**config.mk**
```make
export PLATFORM = sky130hd
export DESIGN_NAME = rbiws_top
export DESIGN_NICKNAME = d
export VERILOG_FILES = /design/src/rtl/rbiws_pkg.sv /design/src/rtl/rbiws_sync3.sv /design/src/rtl/rbiws_qual.sv /design/src/rtl/rbiws_top.sv
export SDC_FILE = /design/constraint.sdc
export NUM_CORES = 1
export LEC_CHECK = 0
export BUFFER_PORTS_ARGS = -buffer_cell sky130_fd_sc_hd__buf_2
export CAP_MARGIN = 10
export CORE_UTILIZATION = 54
export DETAILED_ROUTE_END_ITERATION = 12
export HOLD_SLACK_MARGIN = 0.06
export PLACE_DENSITY = 0.77
export SYNTH_ARGS = -nofsm -noshare
export SYNTH_HDL_FRONTEND = slang
export SYNTH_HIERARCHICAL = 1
export SYNTH_SLANG_ARGS = --single-unit
```
**constraint.sdc**
```tcl
create_clock -name CLK -period 6 [get_ports CLK]
set_input_delay 0.3 -clock CLK [delete_from_list [all_inputs] [get_ports CLK]]
set_output_delay 0.3 -clock CLK [all_outputs]
set_load 0.02 [all_outputs]
```
**src/rtl/rbiws_pkg.sv**
```systemverilog
// Purpose: constants and carriers of the reset, boot and wake sequencer
// Assumes: CLK is the input clock; one system cycle is one CLK cycle in bypass, two with the PLL on
// Notes: registers sit on AXI4-Lite, one 32-bit word each
package rbiws_pkg;
	// ****************************************************************
	// timing, in input clock periods
	// ****************************************************************
	localparam int unsigned CLK_PER_TCI = 1;
	localparam int unsigned LOCK_TCI = 131072;
	localparam int unsigned LOCK_CYC = LOCK_TCI * CLK_PER_TCI;
	localparam int unsigned WD_PULSE_TCI = 512;
	localparam logic [9:0] WD_PULSE_CYC = 10'(WD_PULSE_TCI * CLK_PER_TCI);
	localparam int unsigned EXT_BUS_TCI = 32;
	localparam logic [11:0] EXT_BUS_CYC = 12'(EXT_BUS_TCI * CLK_PER_TCI);
	// system clock counts, converted by the sequencer; last, the qualifier sample count, used as is
	localparam logic [11:0] BOOT_SYS = 12'h4EC;
	localparam logic [11:0] WAKE_FAST_SYS = 12'h008;
	localparam logic [11:0] WAKE_SLOW_SYS = 12'h41A;
	localparam logic [2:0] QUAL_SAMPLES = 3'h5;
	// ****************************************************************
	// register map
	// ****************************************************************
	localparam logic [7:0] OFS_CTRL = 8'h00;
	localparam logic [7:0] OFS_PLLMUL = 8'h04;
	localparam logic [7:0] OFS_QUAL = 8'h08;
	localparam logic [7:0] OFS_EXTIF = 8'h0C;
	localparam logic [7:0] OFS_STATUS = 8'h10;
	localparam int unsigned CTRL_IDLE_BIT = 0;
	localparam int unsigned CTRL_QUAL_BIT = 1;
	localparam int unsigned CTRL_FSLEEP_BIT = 2;
	localparam logic [1:0] EXTIF_RESET = 2'h3;
	localparam logic [3:0] PLLMUL_RESET = 4'h0;
	localparam logic [7:0] QUAL_RESET = 8'h00;
	localparam logic [1:0] RESP_OKAY = 2'h0;
	localparam logic [1:0] RESP_SLVERR = 2'h2;
	// ****************************************************************
	// carriers
	// ****************************************************************
	typedef struct packed {
		logic reset_pin_n;
		logic nmi;
		logic pll_disable_strap;
		logic micro_mode_strap;
		logic [3:0] boot_mode;
	} rbiws_pins_type;
	typedef struct packed {
		logic [3:0] boot_mode;
		logic micro_mode;
		logic idle;
		logic boot_done;
		logic pll_disabled;
		logic pll_locked;
	} rbiws_status_type;
	typedef enum logic [2:0] {
		ST_RESET = 3'h0,
		ST_BOOT = 3'h1,
		ST_RUN = 3'h2,
		ST_IDLE = 3'h3,
		ST_WAKE = 3'h4
	} rbiws_state_type;
endpackage : rbiws_pkg

```
**src/rtl/rbiws_sync3.sv**
```systemverilog
// Purpose: three-stage pin synchroniser
// Assumes: inputs asynchronous to CLK
// Notes: a bit changes once stages two and three agree
`timescale 1ns/10ps
`default_nettype none
module rbiws_sync3 #(parameter int W = 8)
(
	input wire logic clk,
	input wire logic rst,
	input wire logic [W-1:0] din,
	output logic [W-1:0] dout
);
	logic [W-1:0] s1_reg, s2_reg, s3_reg, out_reg, out_next;
	// stage one feeds stage two only
	always_comb
	begin
		out_next = (s2_reg & s3_reg) | (out_reg & (s2_reg | s3_reg));
	end
	always_ff @(posedge clk)
	begin
		if (rst)
		begin
			s1_reg <= '0;
			s2_reg <= '0;
			s3_reg <= '0;
			out_reg <= '0;
		end
		else
		begin
			s1_reg <= din;
			s2_reg <= s1_reg;
			s3_reg <= s2_reg;
			out_reg <= out_next;
		end
	end
	assign dout = out_reg;
endmodule : rbiws_sync3
`default_nettype wire

```
**src/rtl/rbiws_qual.sv**
```systemverilog
// Purpose: input qualifier for the wake pin
// Assumes: sample period given in CLK cycles
// Notes: output follows after six agreeing samples
`timescale 1ns/10ps
`default_nettype none
module rbiws_qual
(
	input wire logic clk,
	input wire logic rst,
	input wire logic din,
	input wire logic en,
	input wire logic [11:0] sp_cyc,
	output logic qout
);
	logic [11:0] tick_reg, tick_next;
	logic [2:0] same_reg, same_next;
	logic q_reg, q_next;
	// six samples one period apart, so the delay is 5*period + period
	always_comb
	begin
		tick_next = tick_reg;
		same_next = same_reg;
		q_next = q_reg;
		if (!en || sp_cyc == 12'h000)
		begin
			q_next = din;
			tick_next = 12'h000;
			same_next = 3'h0;
		end
		else if (tick_reg >= sp_cyc - 12'h001)
		begin
			tick_next = 12'h000;
			if (din == q_reg)
				same_next = 3'h0;
			else if (same_reg == rbiws_pkg::QUAL_SAMPLES)
			begin
				q_next = din;
				same_next = 3'h0;
			end
			else
				same_next = same_reg + 3'h1;
		end
		else
			tick_next = tick_reg + 12'h001;
	end
	always_ff @(posedge clk)
	begin
		if (rst)
		begin
			tick_reg <= 12'h000;
			same_reg <= 3'h0;
			q_reg <= 1'b0;
		end
		else
		begin
			tick_reg <= tick_next;
			same_reg <= same_next;
			q_reg <= q_next;
		end
	end
	assign qout = q_reg;
endmodule : rbiws_qual
`default_nettype wire

```
**src/rtl/rbiws_top.sv**
```systemverilog
// Purpose: reset, boot sampling, PLL lock, clock out and idle wake sequencer
// Assumes: CLK is the input clock; pins pass the three-stage synchroniser
// Notes: registers over AXI4-Lite; the multiplier only drives the lock sequence
//
// Our own choices: the register offsets and the AXI4-Lite interface to the registers.
`timescale 1ns/10ps
`default_nettype none
module rbiws_top #(parameter int unsigned LOCK_CYC = rbiws_pkg::LOCK_CYC)
(
	input wire logic CLK,
	input wire logic RST,
	input wire logic S_AXI_AWVALID,
	output logic S_AXI_AWREADY,
	input wire logic [7:0] S_AXI_AWADDR,
	input wire logic S_AXI_WVALID,
	output logic S_AXI_WREADY,
	input wire logic [31:0] S_AXI_WDATA,
	input wire logic [3:0] S_AXI_WSTRB,
	output logic S_AXI_BVALID,
	input wire logic S_AXI_BREADY,
	output logic [1:0] S_AXI_BRESP,
	input wire logic S_AXI_ARVALID,
	output logic S_AXI_ARREADY,
	input wire logic [7:0] S_AXI_ARADDR,
	output logic S_AXI_RVALID,
	input wire logic S_AXI_RREADY,
	output logic [31:0] S_AXI_RDATA,
	output logic [1:0] S_AXI_RRESP,
	input wire rbiws_pkg::rbiws_pins_type PINS,
	input wire logic ENABLED_IRQ,
	input wire logic WATCHDOG_INTERRUPT,
	input wire logic WATCHDOG_EXPIRE,
	output logic CORE_RESET,
	output logic EXT_BUS_VALID,
	output logic BOOT_SAMPLED,
	output logic [3:0] BOOT_MODE_OUT,
	output logic PLL_LOCKED,
	output logic CLOCK_OUT_PIN,
	output logic IDLE_ACTIVE,
	output logic RESUME
);

	rbiws_pkg::rbiws_pins_type pins;
	logic nmi_q;
	logic [7:0] qual_reg, qual_next;
	logic [3:0] mult_reg, mult_next;
	logic [1:0] extif_reg, extif_next;
	logic qual_en_reg, qual_en_next, fsleep_reg, fsleep_next;
	logic idle_req_reg, idle_req_next;
	logic aw_have_reg, aw_have_next, w_have_reg, w_have_next;
	logic [7:0] awaddr_reg, awaddr_next;
	logic [31:0] wdata_reg, wdata_next, rdata_next;
	logic wstrb0_reg, wstrb0_next;
	logic awready_next, wready_next, bvalid_next, arready_next, rvalid_next;
	logic [1:0] bresp_next, rresp_next;
	logic lock_busy_reg, lock_busy_next, locked_next;
	logic [17:0] lock_cnt_reg, lock_cnt_next;
	rbiws_pkg::rbiws_status_type status;
	// converts system cycles to CLK cycles: direct clock or half rate
	function automatic logic [11:0] sys_to_clk(input logic [11:0] n, input logic dis);
		sys_to_clk = dis ? n : {n[10:0], 1'b0};
	endfunction : sys_to_clk
	// ****************************************************************
	// pin synchroniser and wake qualifier
	// ****************************************************************
	rbiws_sync3 #(.W(8)) u_sync (.clk(CLK), .rst(RST), .din(PINS), .dout(pins));
	rbiws_qual u_qual (
		.clk(CLK),
		.rst(RST),
		.din(pins.nmi),
		.en(qual_en_reg),
		.sp_cyc(sys_to_clk({3'h0, qual_reg, 1'b0}, status.pll_disabled)),
		.qout(nmi_q)
	);
	// ****************************************************************
	// register bus and PLL lock
	// ****************************************************************
	// address and data are taken in either order; the write lands when both are held
	always_comb
	begin
		aw_have_next = aw_have_reg | (S_AXI_AWVALID & S_AXI_AWREADY);
		w_have_next = w_have_reg | (S_AXI_WVALID & S_AXI_WREADY);
		awaddr_next = (S_AXI_AWVALID & S_AXI_AWREADY) ? S_AXI_AWADDR : awaddr_reg;
		wdata_next = (S_AXI_WVALID & S_AXI_WREADY) ? S_AXI_WDATA : wdata_reg;
		wstrb0_next = (S_AXI_WVALID & S_AXI_WREADY) ? S_AXI_WSTRB[0] : wstrb0_reg;
		bvalid_next = S_AXI_BVALID & ~S_AXI_BREADY;
		bresp_next = S_AXI_BRESP;
		qual_next = qual_reg;
		mult_next = mult_reg;
		extif_next = extif_reg;
		qual_en_next = qual_en_reg;
		fsleep_next = fsleep_reg;
		idle_req_next = 1'b0;
		lock_busy_next = lock_busy_reg;
		lock_cnt_next = lock_busy_reg ? lock_cnt_reg + 18'h00001 : 18'h00000;
		if (lock_busy_reg && lock_cnt_reg == 18'(LOCK_CYC - 1))
			lock_busy_next = 1'b0;
		if (aw_have_reg && w_have_reg && !S_AXI_BVALID)
		begin
			aw_have_next = 1'b0;
			w_have_next = 1'b0;
			bvalid_next = 1'b1;
			bresp_next = rbiws_pkg::RESP_OKAY;
			case (awaddr_reg)
				rbiws_pkg::OFS_CTRL:
					if (wstrb0_reg)
					begin
						idle_req_next = wdata_reg[rbiws_pkg::CTRL_IDLE_BIT];
						qual_en_next = wdata_reg[rbiws_pkg::CTRL_QUAL_BIT];
						fsleep_next = wdata_reg[rbiws_pkg::CTRL_FSLEEP_BIT];
					end
				rbiws_pkg::OFS_PLLMUL:
					// strap-disabled PLL ignores the multiplier
					if (wstrb0_reg && !status.pll_disabled)
					begin
						mult_next = wdata_reg[3:0];
						if (wdata_reg[3:0] != mult_reg && wdata_reg[3:0] != 4'h0)
						begin
							lock_busy_next = 1'b1;
							lock_cnt_next = 18'h00000;
						end
					end
				rbiws_pkg::OFS_QUAL:
					if (wstrb0_reg)
						qual_next = wdata_reg[7:0];
				rbiws_pkg::OFS_EXTIF:
					if (wstrb0_reg)
						extif_next = wdata_reg[1:0];
				rbiws_pkg::OFS_STATUS: ;
				default:
					bresp_next = rbiws_pkg::RESP_SLVERR;
			endcase
		end
		awready_next = ~aw_have_next;
		wready_next = ~w_have_next;
		rvalid_next = S_AXI_RVALID & ~S_AXI_RREADY;
		rdata_next = S_AXI_RDATA;
		rresp_next = S_AXI_RRESP;
		if (S_AXI_ARVALID && S_AXI_ARREADY)
		begin
			rvalid_next = 1'b1;
			rresp_next = rbiws_pkg::RESP_OKAY;
			case (S_AXI_ARADDR)
				rbiws_pkg::OFS_CTRL: rdata_next = {29'h0, fsleep_reg, qual_en_reg, 1'b0};
				rbiws_pkg::OFS_PLLMUL: rdata_next = {28'h0, mult_reg};
				rbiws_pkg::OFS_QUAL: rdata_next = {24'h0, qual_reg};
				rbiws_pkg::OFS_EXTIF: rdata_next = {30'h0, extif_reg};
				rbiws_pkg::OFS_STATUS: rdata_next = {23'h0, status};
				default:
				begin
					rdata_next = 32'h0;
					rresp_next = rbiws_pkg::RESP_SLVERR;
				end
			endcase
		end
		arready_next = ~rvalid_next;
		locked_next = !status.pll_disabled && mult_next != 4'h0 && !lock_busy_next;
	end
	always_ff @(posedge CLK)
	begin
		if (RST)
		begin
			aw_have_reg <= 1'b0;
			w_have_reg <= 1'b0;
			awaddr_reg <= 8'h00;
			wdata_reg <= 32'h0;
			wstrb0_reg <= 1'b0;
			S_AXI_AWREADY <= 1'b0;
			S_AXI_WREADY <= 1'b0;
			S_AXI_BVALID <= 1'b0;
			S_AXI_BRESP <= rbiws_pkg::RESP_OKAY;
			S_AXI_ARREADY <= 1'b0;
			S_AXI_RVALID <= 1'b0;
			S_AXI_RDATA <= 32'h0;
			S_AXI_RRESP <= rbiws_pkg::RESP_OKAY;
			qual_reg <= rbiws_pkg::QUAL_RESET;
			mult_reg <= rbiws_pkg::PLLMUL_RESET;
			extif_reg <= rbiws_pkg::EXTIF_RESET;
			qual_en_reg <= 1'b0;
			fsleep_reg <= 1'b0;
			idle_req_reg <= 1'b0;
			lock_busy_reg <= 1'b0;
			lock_cnt_reg <= 18'h00000;
			PLL_LOCKED <= 1'b0;
		end
		else
		begin
			aw_have_reg <= aw_have_next;
			w_have_reg <= w_have_next;
			awaddr_reg <= awaddr_next;
			wdata_reg <= wdata_next;
			wstrb0_reg <= wstrb0_next;
			S_AXI_AWREADY <= awready_next;
			S_AXI_WREADY <= wready_next;
			S_AXI_BVALID <= bvalid_next;
			S_AXI_BRESP <= bresp_next;
			S_AXI_ARREADY <= arready_next;
			S_AXI_RVALID <= rvalid_next;
			S_AXI_RDATA <= rdata_next;
			S_AXI_RRESP <= rresp_next;
			qual_reg <= qual_next;
			mult_reg <= mult_next;
			extif_reg <= extif_next;
			qual_en_reg <= qual_en_next;
			fsleep_reg <= fsleep_next;
			idle_req_reg <= idle_req_next;
			lock_busy_reg <= lock_busy_next;
			lock_cnt_reg <= lock_cnt_next;
			PLL_LOCKED <= locked_next;
		end
	end
	// ****************************************************************
	// reset, boot and wake sequencer
	// ****************************************************************
	rbiws_pkg::rbiws_state_type state_reg, state_next;
	logic [11:0] cnt_reg, cnt_next, wake_lat;
	logic [9:0] wd_cnt_reg, wd_cnt_next;
	logic wd_active_reg, wd_active_next, rst_cause, wake;
	logic pll_dis_reg, pll_dis_next, micro_reg, micro_next;
	logic core_rst_next, bus_next, booted_next, resume_next;
	logic [3:0] boot_mode_next;
	assign status = '{BOOT_MODE_OUT, micro_reg, IDLE_ACTIVE, BOOT_SAMPLED, pll_dis_reg,
		PLL_LOCKED};
	// the pin reaches here after the synchroniser, so release is on a CLK edge
	assign rst_cause = ~pins.reset_pin_n | wd_active_reg;
	assign wake = ENABLED_IRQ | WATCHDOG_INTERRUPT | nmi_q;
	// latency counted from the qualified wake, so the qualifier time adds on top
	assign wake_lat = sys_to_clk(fsleep_reg ? rbiws_pkg::WAKE_SLOW_SYS
		: rbiws_pkg::WAKE_FAST_SYS, pll_dis_reg);
	always_comb
	begin
		state_next = state_reg;
		cnt_next = cnt_reg + 12'h001;
		wd_active_next = wd_active_reg;
		wd_cnt_next = wd_active_reg ? wd_cnt_reg + 10'h001 : 10'h000;
		pll_dis_next = pll_dis_reg;
		micro_next = micro_reg;
		core_rst_next = 1'b0;
		bus_next = EXT_BUS_VALID;
		booted_next = BOOT_SAMPLED;
		boot_mode_next = BOOT_MODE_OUT;
		resume_next = 1'b0;
		if (WATCHDOG_EXPIRE && !wd_active_reg)
		begin
			wd_active_next = 1'b1;
			wd_cnt_next = 10'h000;
		end
		else if (wd_active_reg && wd_cnt_reg == rbiws_pkg::WD_PULSE_CYC - 10'h001)
			wd_active_next = 1'b0;
		case (state_reg)
			rbiws_pkg::ST_RESET:
			begin
				core_rst_next = 1'b1;
				cnt_next = 12'h000;
				// straps caught on the release edge; pin low means PLL off
				if (!rst_cause)
				begin
					state_next = rbiws_pkg::ST_BOOT;
					core_rst_next = 1'b0;
					pll_dis_next = ~pins.pll_disable_strap;
					micro_next = pins.micro_mode_strap;
				end
			end
			rbiws_pkg::ST_BOOT:
			begin
				if (cnt_reg == rbiws_pkg::EXT_BUS_CYC - 12'h001)
					bus_next = 1'b1;
				if (cnt_reg == sys_to_clk(rbiws_pkg::BOOT_SYS, pll_dis_reg) - 12'h001)
				begin
					booted_next = 1'b1;
					boot_mode_next = pins.boot_mode;
					state_next = rbiws_pkg::ST_RUN;
				end
			end
			rbiws_pkg::ST_RUN:
				if (idle_req_reg)
					state_next = rbiws_pkg::ST_IDLE;
			rbiws_pkg::ST_IDLE:
			begin
				cnt_next = 12'h000;
				if (wake)
					state_next = rbiws_pkg::ST_WAKE;
			end
			rbiws_pkg::ST_WAKE:
				if (cnt_reg == wake_lat - 12'h001)
				begin
					resume_next = 1'b1;
					state_next = rbiws_pkg::ST_RUN;
				end
			default:
				state_next = rbiws_pkg::ST_RESET;
		endcase
		if (rst_cause)
		begin
			state_next = rbiws_pkg::ST_RESET;
			core_rst_next = 1'b1;
			bus_next = 1'b0;
			booted_next = 1'b0;
			cnt_next = 12'h000;
		end
	end
	always_ff @(posedge CLK)
	begin
		if (RST)
		begin
			state_reg <= rbiws_pkg::ST_RESET;
			cnt_reg <= 12'h000;
			wd_active_reg <= 1'b0;
			wd_cnt_reg <= 10'h000;
			pll_dis_reg <= 1'b0;
			micro_reg <= 1'b0;
			CORE_RESET <= 1'b1;
			EXT_BUS_VALID <= 1'b0;
			BOOT_SAMPLED <= 1'b0;
			BOOT_MODE_OUT <= 4'h0;
			IDLE_ACTIVE <= 1'b0;
			RESUME <= 1'b0;
		end
		else
		begin
			state_reg <= state_next;
			cnt_reg <= cnt_next;
			wd_active_reg <= wd_active_next;
			wd_cnt_reg <= wd_cnt_next;
			pll_dis_reg <= pll_dis_next;
			micro_reg <= micro_next;
			CORE_RESET <= core_rst_next;
			EXT_BUS_VALID <= bus_next;
			BOOT_SAMPLED <= booted_next;
			BOOT_MODE_OUT <= boot_mode_next;
			IDLE_ACTIVE <= state_next == rbiws_pkg::ST_IDLE;
			RESUME <= resume_next;
		end
	end
	// ****************************************************************
	// clock out divider
	// ****************************************************************
	logic [3:0] co_half, co_cnt_reg, co_cnt_next;
	logic co_next;
	// system clock (CLK/2 at most), then /2 per set divide bit; after reset both bits give /4
	always_comb
	begin
		co_half = (pll_dis_reg ? 4'h1 : 4'h2) << extif_reg[0] << extif_reg[1];
		co_half = co_half >> 1;
		if (co_half == 4'h0)
			co_half = 4'h1;
		co_cnt_next = co_cnt_reg + 4'h1;
		co_next = CLOCK_OUT_PIN;
		if (co_cnt_reg >= co_half - 4'h1)
		begin
			co_cnt_next = 4'h0;
			co_next = ~CLOCK_OUT_PIN;
		end
	end
	always_ff @(posedge CLK)
	begin
		if (RST)
		begin
			co_cnt_reg <= 4'h0;
			CLOCK_OUT_PIN <= 1'b0;
		end
		else
		begin
			co_cnt_reg <= co_cnt_next;
			CLOCK_OUT_PIN <= co_next;
		end
	end

	// pulse length counted in helper logic: too long for a repetition or a delay
	logic [10:0] wd_len_reg, wd_len_next;
	always_comb
	begin
		wd_len_next = wd_active_reg ? wd_len_reg + 11'h001 : 11'h000;
	end
	always_ff @(posedge CLK)
	begin
		if (RST)
			wd_len_reg <= 11'h000;
		else
			wd_len_reg <= wd_len_next;
	end
endmodule : rbiws_top
`default_nettype wire

```
# Yosys cells after proc, flatten, opt, wreduce, memory -nomap -nowiden
# Cells that the tools add are included.
# totals
reg_bits	187
in_bits	70
out_inout_bits	52
elab_cells	191
# classes
n_addsub	10
order_cmp	2
eq_ne	22
n_shift	2
n_mux	42
bitwise_logic	27
reduce_logical	43
# ops
op	n
$mux 18	5
$pmux 9 s5	1
$eq 8x4->1 const B	4
$add 12x1->12 const B	2
$eq 12x12->1	2
$mux 12	2
$mux 3	8
$sub 12x1->12 const B	2
$add 18x1->18 const B	1
$eq 18x17->1 const B	1
$mux 1	17
$and 8x8->8	2
$eq 8x3->1 const B	2
$eq 8x5->1 const B	2
$logic_not 8->1	2
$or 8x8->8	2
$pmux 3 s5	1
$not 1->1	14
$eq 12x5->1 const B	1
$ge 12x12->1	1
$logic_not 12->1	1
$mux 4	3
$reduce_and 3->1	4
$mux 11	1
other kinds (31)	67

# Logic depth before layout (Yosys ltp)
# logic_depth
word_depth	9
mapped_depth	16

# Cells and area by module
# Netlist, hierarchy kept.
# by_module_without_submodules
mod	instances	cells_per_inst	area_each_um2	seq_area_each_um2
rbiws_top	1	621	5413.9	2282.2
rbiws_qual	1	137	1176.1	320.3
rbiws_sync3	1	83	923.4	640.6

# Worst setup path before layout
# OpenSTA, ideal clock, no wires.
# synth_path
kind	reg-to-reg
from	register pll_dis_reg
to	register u_qual.q_reg (netlist: u_qual/qout)
setup_time_ns	0.072
arrival_time_ns	3.049
t_required_ns	5.928
setup_slack_ns	2.879
path_stages_with_launch	14
period_less_slack_ns	3.121
path_cell_list	dfxtp_1 clkbuf_1 mux2_2 nand2b_1 nor4_2 nand2_1 xor2_1 ha_1 a21oi_1 nor2_1 a211oi_1 o21ai_1 a21oi_1 mux2i_1
# synth_via
elab_chain_len	5
# synth_lines
item	line_no	rtl
start, declared	rbiws_top.sv:219	logic pll_dis_reg, pll_dis_next, micro_reg, micro_next;
start signal, assigned	rbiws_top.sv:325	pll_dis_reg <= pll_dis_next;
$mux 10 (*)	rbiws_top.sv:61	sys_to_clk = dis ? n : {n[10:0], 1'b0};
$sub 10x1->11 or $logic_not 12->1 (tied branches)	rbiws_qual.sv:30, rbiws_qual.sv:24	
$ge 12x12->1 or $logic_or 1x1->1 (tied branches)	rbiws_qual.sv:30, rbiws_qual.sv:24	
$reduce_bool 2->1 (no source line) or $ne 2x1->1 (tied branches)	--	
$reduce_and 3->1 (no source line)	--	
end signal, assigned	rbiws_qual.sv:58	q_reg <= q_next;
end, declared	rbiws_qual.sv:17	logic q_reg, q_next;
# Every way passes the cells marked *; elsewhere a longest branch is shown, timed or not.
# A chain may end at the register's enable or synchronous reset.

# Worst setup path in the final report
# Ends and elaborated chain as after synthesis.

==> results.md <==
* Outcome: finished, final reports clean
* Crit share post-route at 0.6112
* Clock transition at the registers of the reported paths at ~70 ps
* Unrepaired setup endpoints after global routing: no
* Area enclosed by the die boundary at around 0.014 mm²
* FF/Latch Area at around 0.0032 mm²
* Post-route DRC at 0
* Proportion of synthesized flip-flops having asynchronous set or reset at 0
* Area of the multi-input gates at 0.003944 mm²
* Total setup violations reported at the end of the flow at 0
* Number of nets in the layout at 1008
* Via count of the first global-routing pass at between 5000 and 6000
* Slew Limit Headroom at 0.4660
* Highest fanout seen on the critical path at 18
* CTS tree: built
* Max cap viols at 0
* Die Span Y at 120.0 µm
* Detailed router's first-iteration violation count at between 400 and 500
* Post-cts gate resize count at 0
* Clock root buffer: clkbuf_16
* Cell variety after synth at 64
* Number of enable flip-flop cells after synthesis at 0
* Count of cells along the worst hold path at 2
* Via density per instance at 5.137
* Hold/Removal Path Class: in2reg
* Number of CTS-inserted buffers at 17
* Yosys Warn Count at 6
* Placement Rows at 42
* Largest cells by area after synthesis: dfxtp_1 43%, ha_1 5.3%, nor2_1 5.2%
* Max reg flops at 18
* Area of the mapped netlist at around 0.0075 mm²
* Actual slew at the worst max-slew pin at 793.7 ps
* Detail Placement HPWL at between 10000 and 15000 µm
* Met3 usage at 0.05608
* Portion of synthesized cell area occupied by the leading cell type at 0.4316
* Leading area contributor after synthesis: dfxtp_1
* Largest net degree at the start of global routing at 57
* Final wirelength at 14390 µm
* Element type at the critical path start: register
* Sequential share of the synthesized area at 0.4316
* R2r startpoint: pll_dis_reg
* Crit path DAT at 4030 ps
* Count of H-tree levels built during CTS at 4
* Diode insertion count for antenna repair at 0
* Count of vias placed by the detailed router at ~5600
* GRT Total Usage at 0.2105
* Final critical path time including I/O delays and setup at 3667 ps
* Fillers at 1181
* Most used flip-flop cell after synthesis: dfxtp_1
* Cell leakage power at between 3 and 4 nW
* Core ar. at 0.01340 mm²
* GR peak layer: met2
* Power density relative to cell area at 271.2 mW/mm²
* Clock tree buffer depth at 2
* Final Instance Count excl. Fillers at 1095
* Worst-Skew Late Latency at ~430 ps
* Ports placed on the boundary at approximately 120
* Crit path capture type: register
* Critical path type: reg2reg
* Placer's final routability congestion estimate at 0.8094
* Avg Cell Area, Syn at 8.934 µm²
* Count of buffers from port buffering at 69
* Hold Path Sink: u_sync/s1_reg[6]
* Critical Path RT at 6360 ps
* Synthesized flop and latch total at between 150 and 200
* Cells after synthesis at about 840
* Synthesis-to-finish area growth at 12.19%
* Initial antenna violation count at 0
* Max-slew violation count at 0
* Met2 Usage GRT at 0.3438
* FMAX at 0.2727 GHz
* Antenna violation net count after detailed routing at 0
* Post-CTS setup repair buffer count at 0
* Setup slack on the worst flop-to-flop path at 2330 ps
* Placed cells at 1063
* Sinks on Clock Net at 162
* Total Negative Setup Slacks at 0 ps
* Number of cell instances on the worst register-to-register path at 13
* Number of hold buffers added after CTS at 0
* Per-cell routed wire length at 13.14 µm
* Global-route met1 utilization at 0.2687
* Endpoints failing hold at 0
* First-pass DRT Iterations at 6
* Worst-case clock skew at between 9 and 10 ps
* Layout cells sized above 1 at 0.1513
* Worst-case vdd ir drop at between 150 and 200 µV
* Initial standard-cell utilization of the core at 0.5607
* Critical register-to-register path endpoint: u_qual/qout
* Global-route wire length before repair at 23970 µm
* GRT Residual Overflow at 0
* Die X at 120.0 µm
* Hold Path Origin: PINS[6]
==> cell families (layout without fill, tap and decap cells) <==
group,Yosys count,count (layout),share of synthesized area
simple gates,359,359,0.2466
xor+xnor,62,62,0.07227
mux,31,31,0.04263
flops,162,162,0.4316
compound gates,115,115,0.09409
buf+inv,78,126,0.05845
other cells,2,32,0.0009995
fa+ha+maj,32,32,0.05329
==> worst max-delay path by stage <==
stage | start | endpoint | slack [ps] | cells after the start
floorplan | pll_dis_reg | u_qual/qout | 2880 | 13
global placement | pll_dis_reg | u_qual/qout | 2390 | 13
detailed placement | pll_dis_reg | u_qual/qout | 2330 | 13
CTS | pll_dis_reg | u_qual/qout | 2320 | 13
global route | pll_dis_reg | u_qual/qout | 1960 | 13
finish | pll_dis_reg | u_qual/qout | 2330 | 13
==> cell type report <==
class	count	share of cell area
flip-flops and latches	162	0.3847
clock buffers	18	0.05091
clock inverters	14	0.01707
repair buffers	71	0.04305
multi-input cells	631	0.4679
well taps	176	0.02612
inverters	23	0.01024
==> metal layers <==
| metal | vias up | wire [µm] |
|---|---|---|
| met1 | 2589 | 6807 |
| met3 | 12 | 621 |
| met5 | - | 0 |
| met2 | 101 | 6828 |
| li1 | 2923 | - |
| met4 | 0 | 131 |
==> Yosys cell counts (4+ instances only) <==
cell	number
nand3b_1	6
xnor2_1	28
nand4_1	8
nand3_1	29
nor3_1	16
a21oi_1	57
nor4_1	8
and3_1	10
mux2_2	8
o21ai_0	22
a22o_1	4
or3_1	9
ha_1	32
a211oi_1	4
nand2_1	85
buf_4	28
nor2b_1	36
nor2_1	105
inv_1	23
and2_1	4
nand2b_1	9
nor2_2	10
clkbuf_1	20
dfxtp_1	162
a22oi_1	8
and4bb_2	4
mux2i_1	23
xor2_1	34
==> report_power, final <==
part	leakage [nW]	internal, mW	switching [mW]
combinational	1.73	0.0481	0.0783
clock	0.281	0.585	0.461
sequential	1.31	1.10	0.0167
==> per-stage QoR <==
stage / hold slack (ps) / instance area [µm²] / total power [mW] / worst slack, ps / utilization
after detailed placement: 425.1 / 7856 / 1.265 / 2332 / 0.5863
after CTS: 60.77 / 8429 / 2.308 / 2319 / 0.6290
after global placement: 417.2 / 7856 / 1.261 / 2388 / 0.5863
after global routing: 63.00 / 8429 / 2.371 / 1955 / 0.6290
final: 71.95 / 8429 / 2.286 / 2333 / 0.6290
after floorplan: 371.6 / 7626 / 1.240 / 2879 / -
==> layout by cell type (no fill, tap or decap), types with 16 or more instances in the layout <==
cell,synthesis,final
xor2_1,34,34
inv_1,23,23
mux2i_1,23,23
a21oi_1,57,57
dfxtp_1,162,162
nor3_1,16,16
nor2_1,105,105
conb_1,2,32
o21ai_0,22,22
nand2_1,85,85
nand3_1,29,29
xnor2_1,28,28
buf_2,2,68
nor2b_1,36,36
clkbuf_16,0,17
ha_1,32,32
==> critical path, stage by stage, from the launching register on <==
cell	delay, ps
dfxtp_1	780
mux2_2	460
nor3_1	300
nand2b_1	130
nor4_2	270
nand2_1	110
xor2_1	150
ha_1	300
a21oi_1	140
nor2_1	50
a211oi_1	290
o21ai_1	200
a21oi_1	200
mux2i_1	190
(Power assumes the default switching activity.)
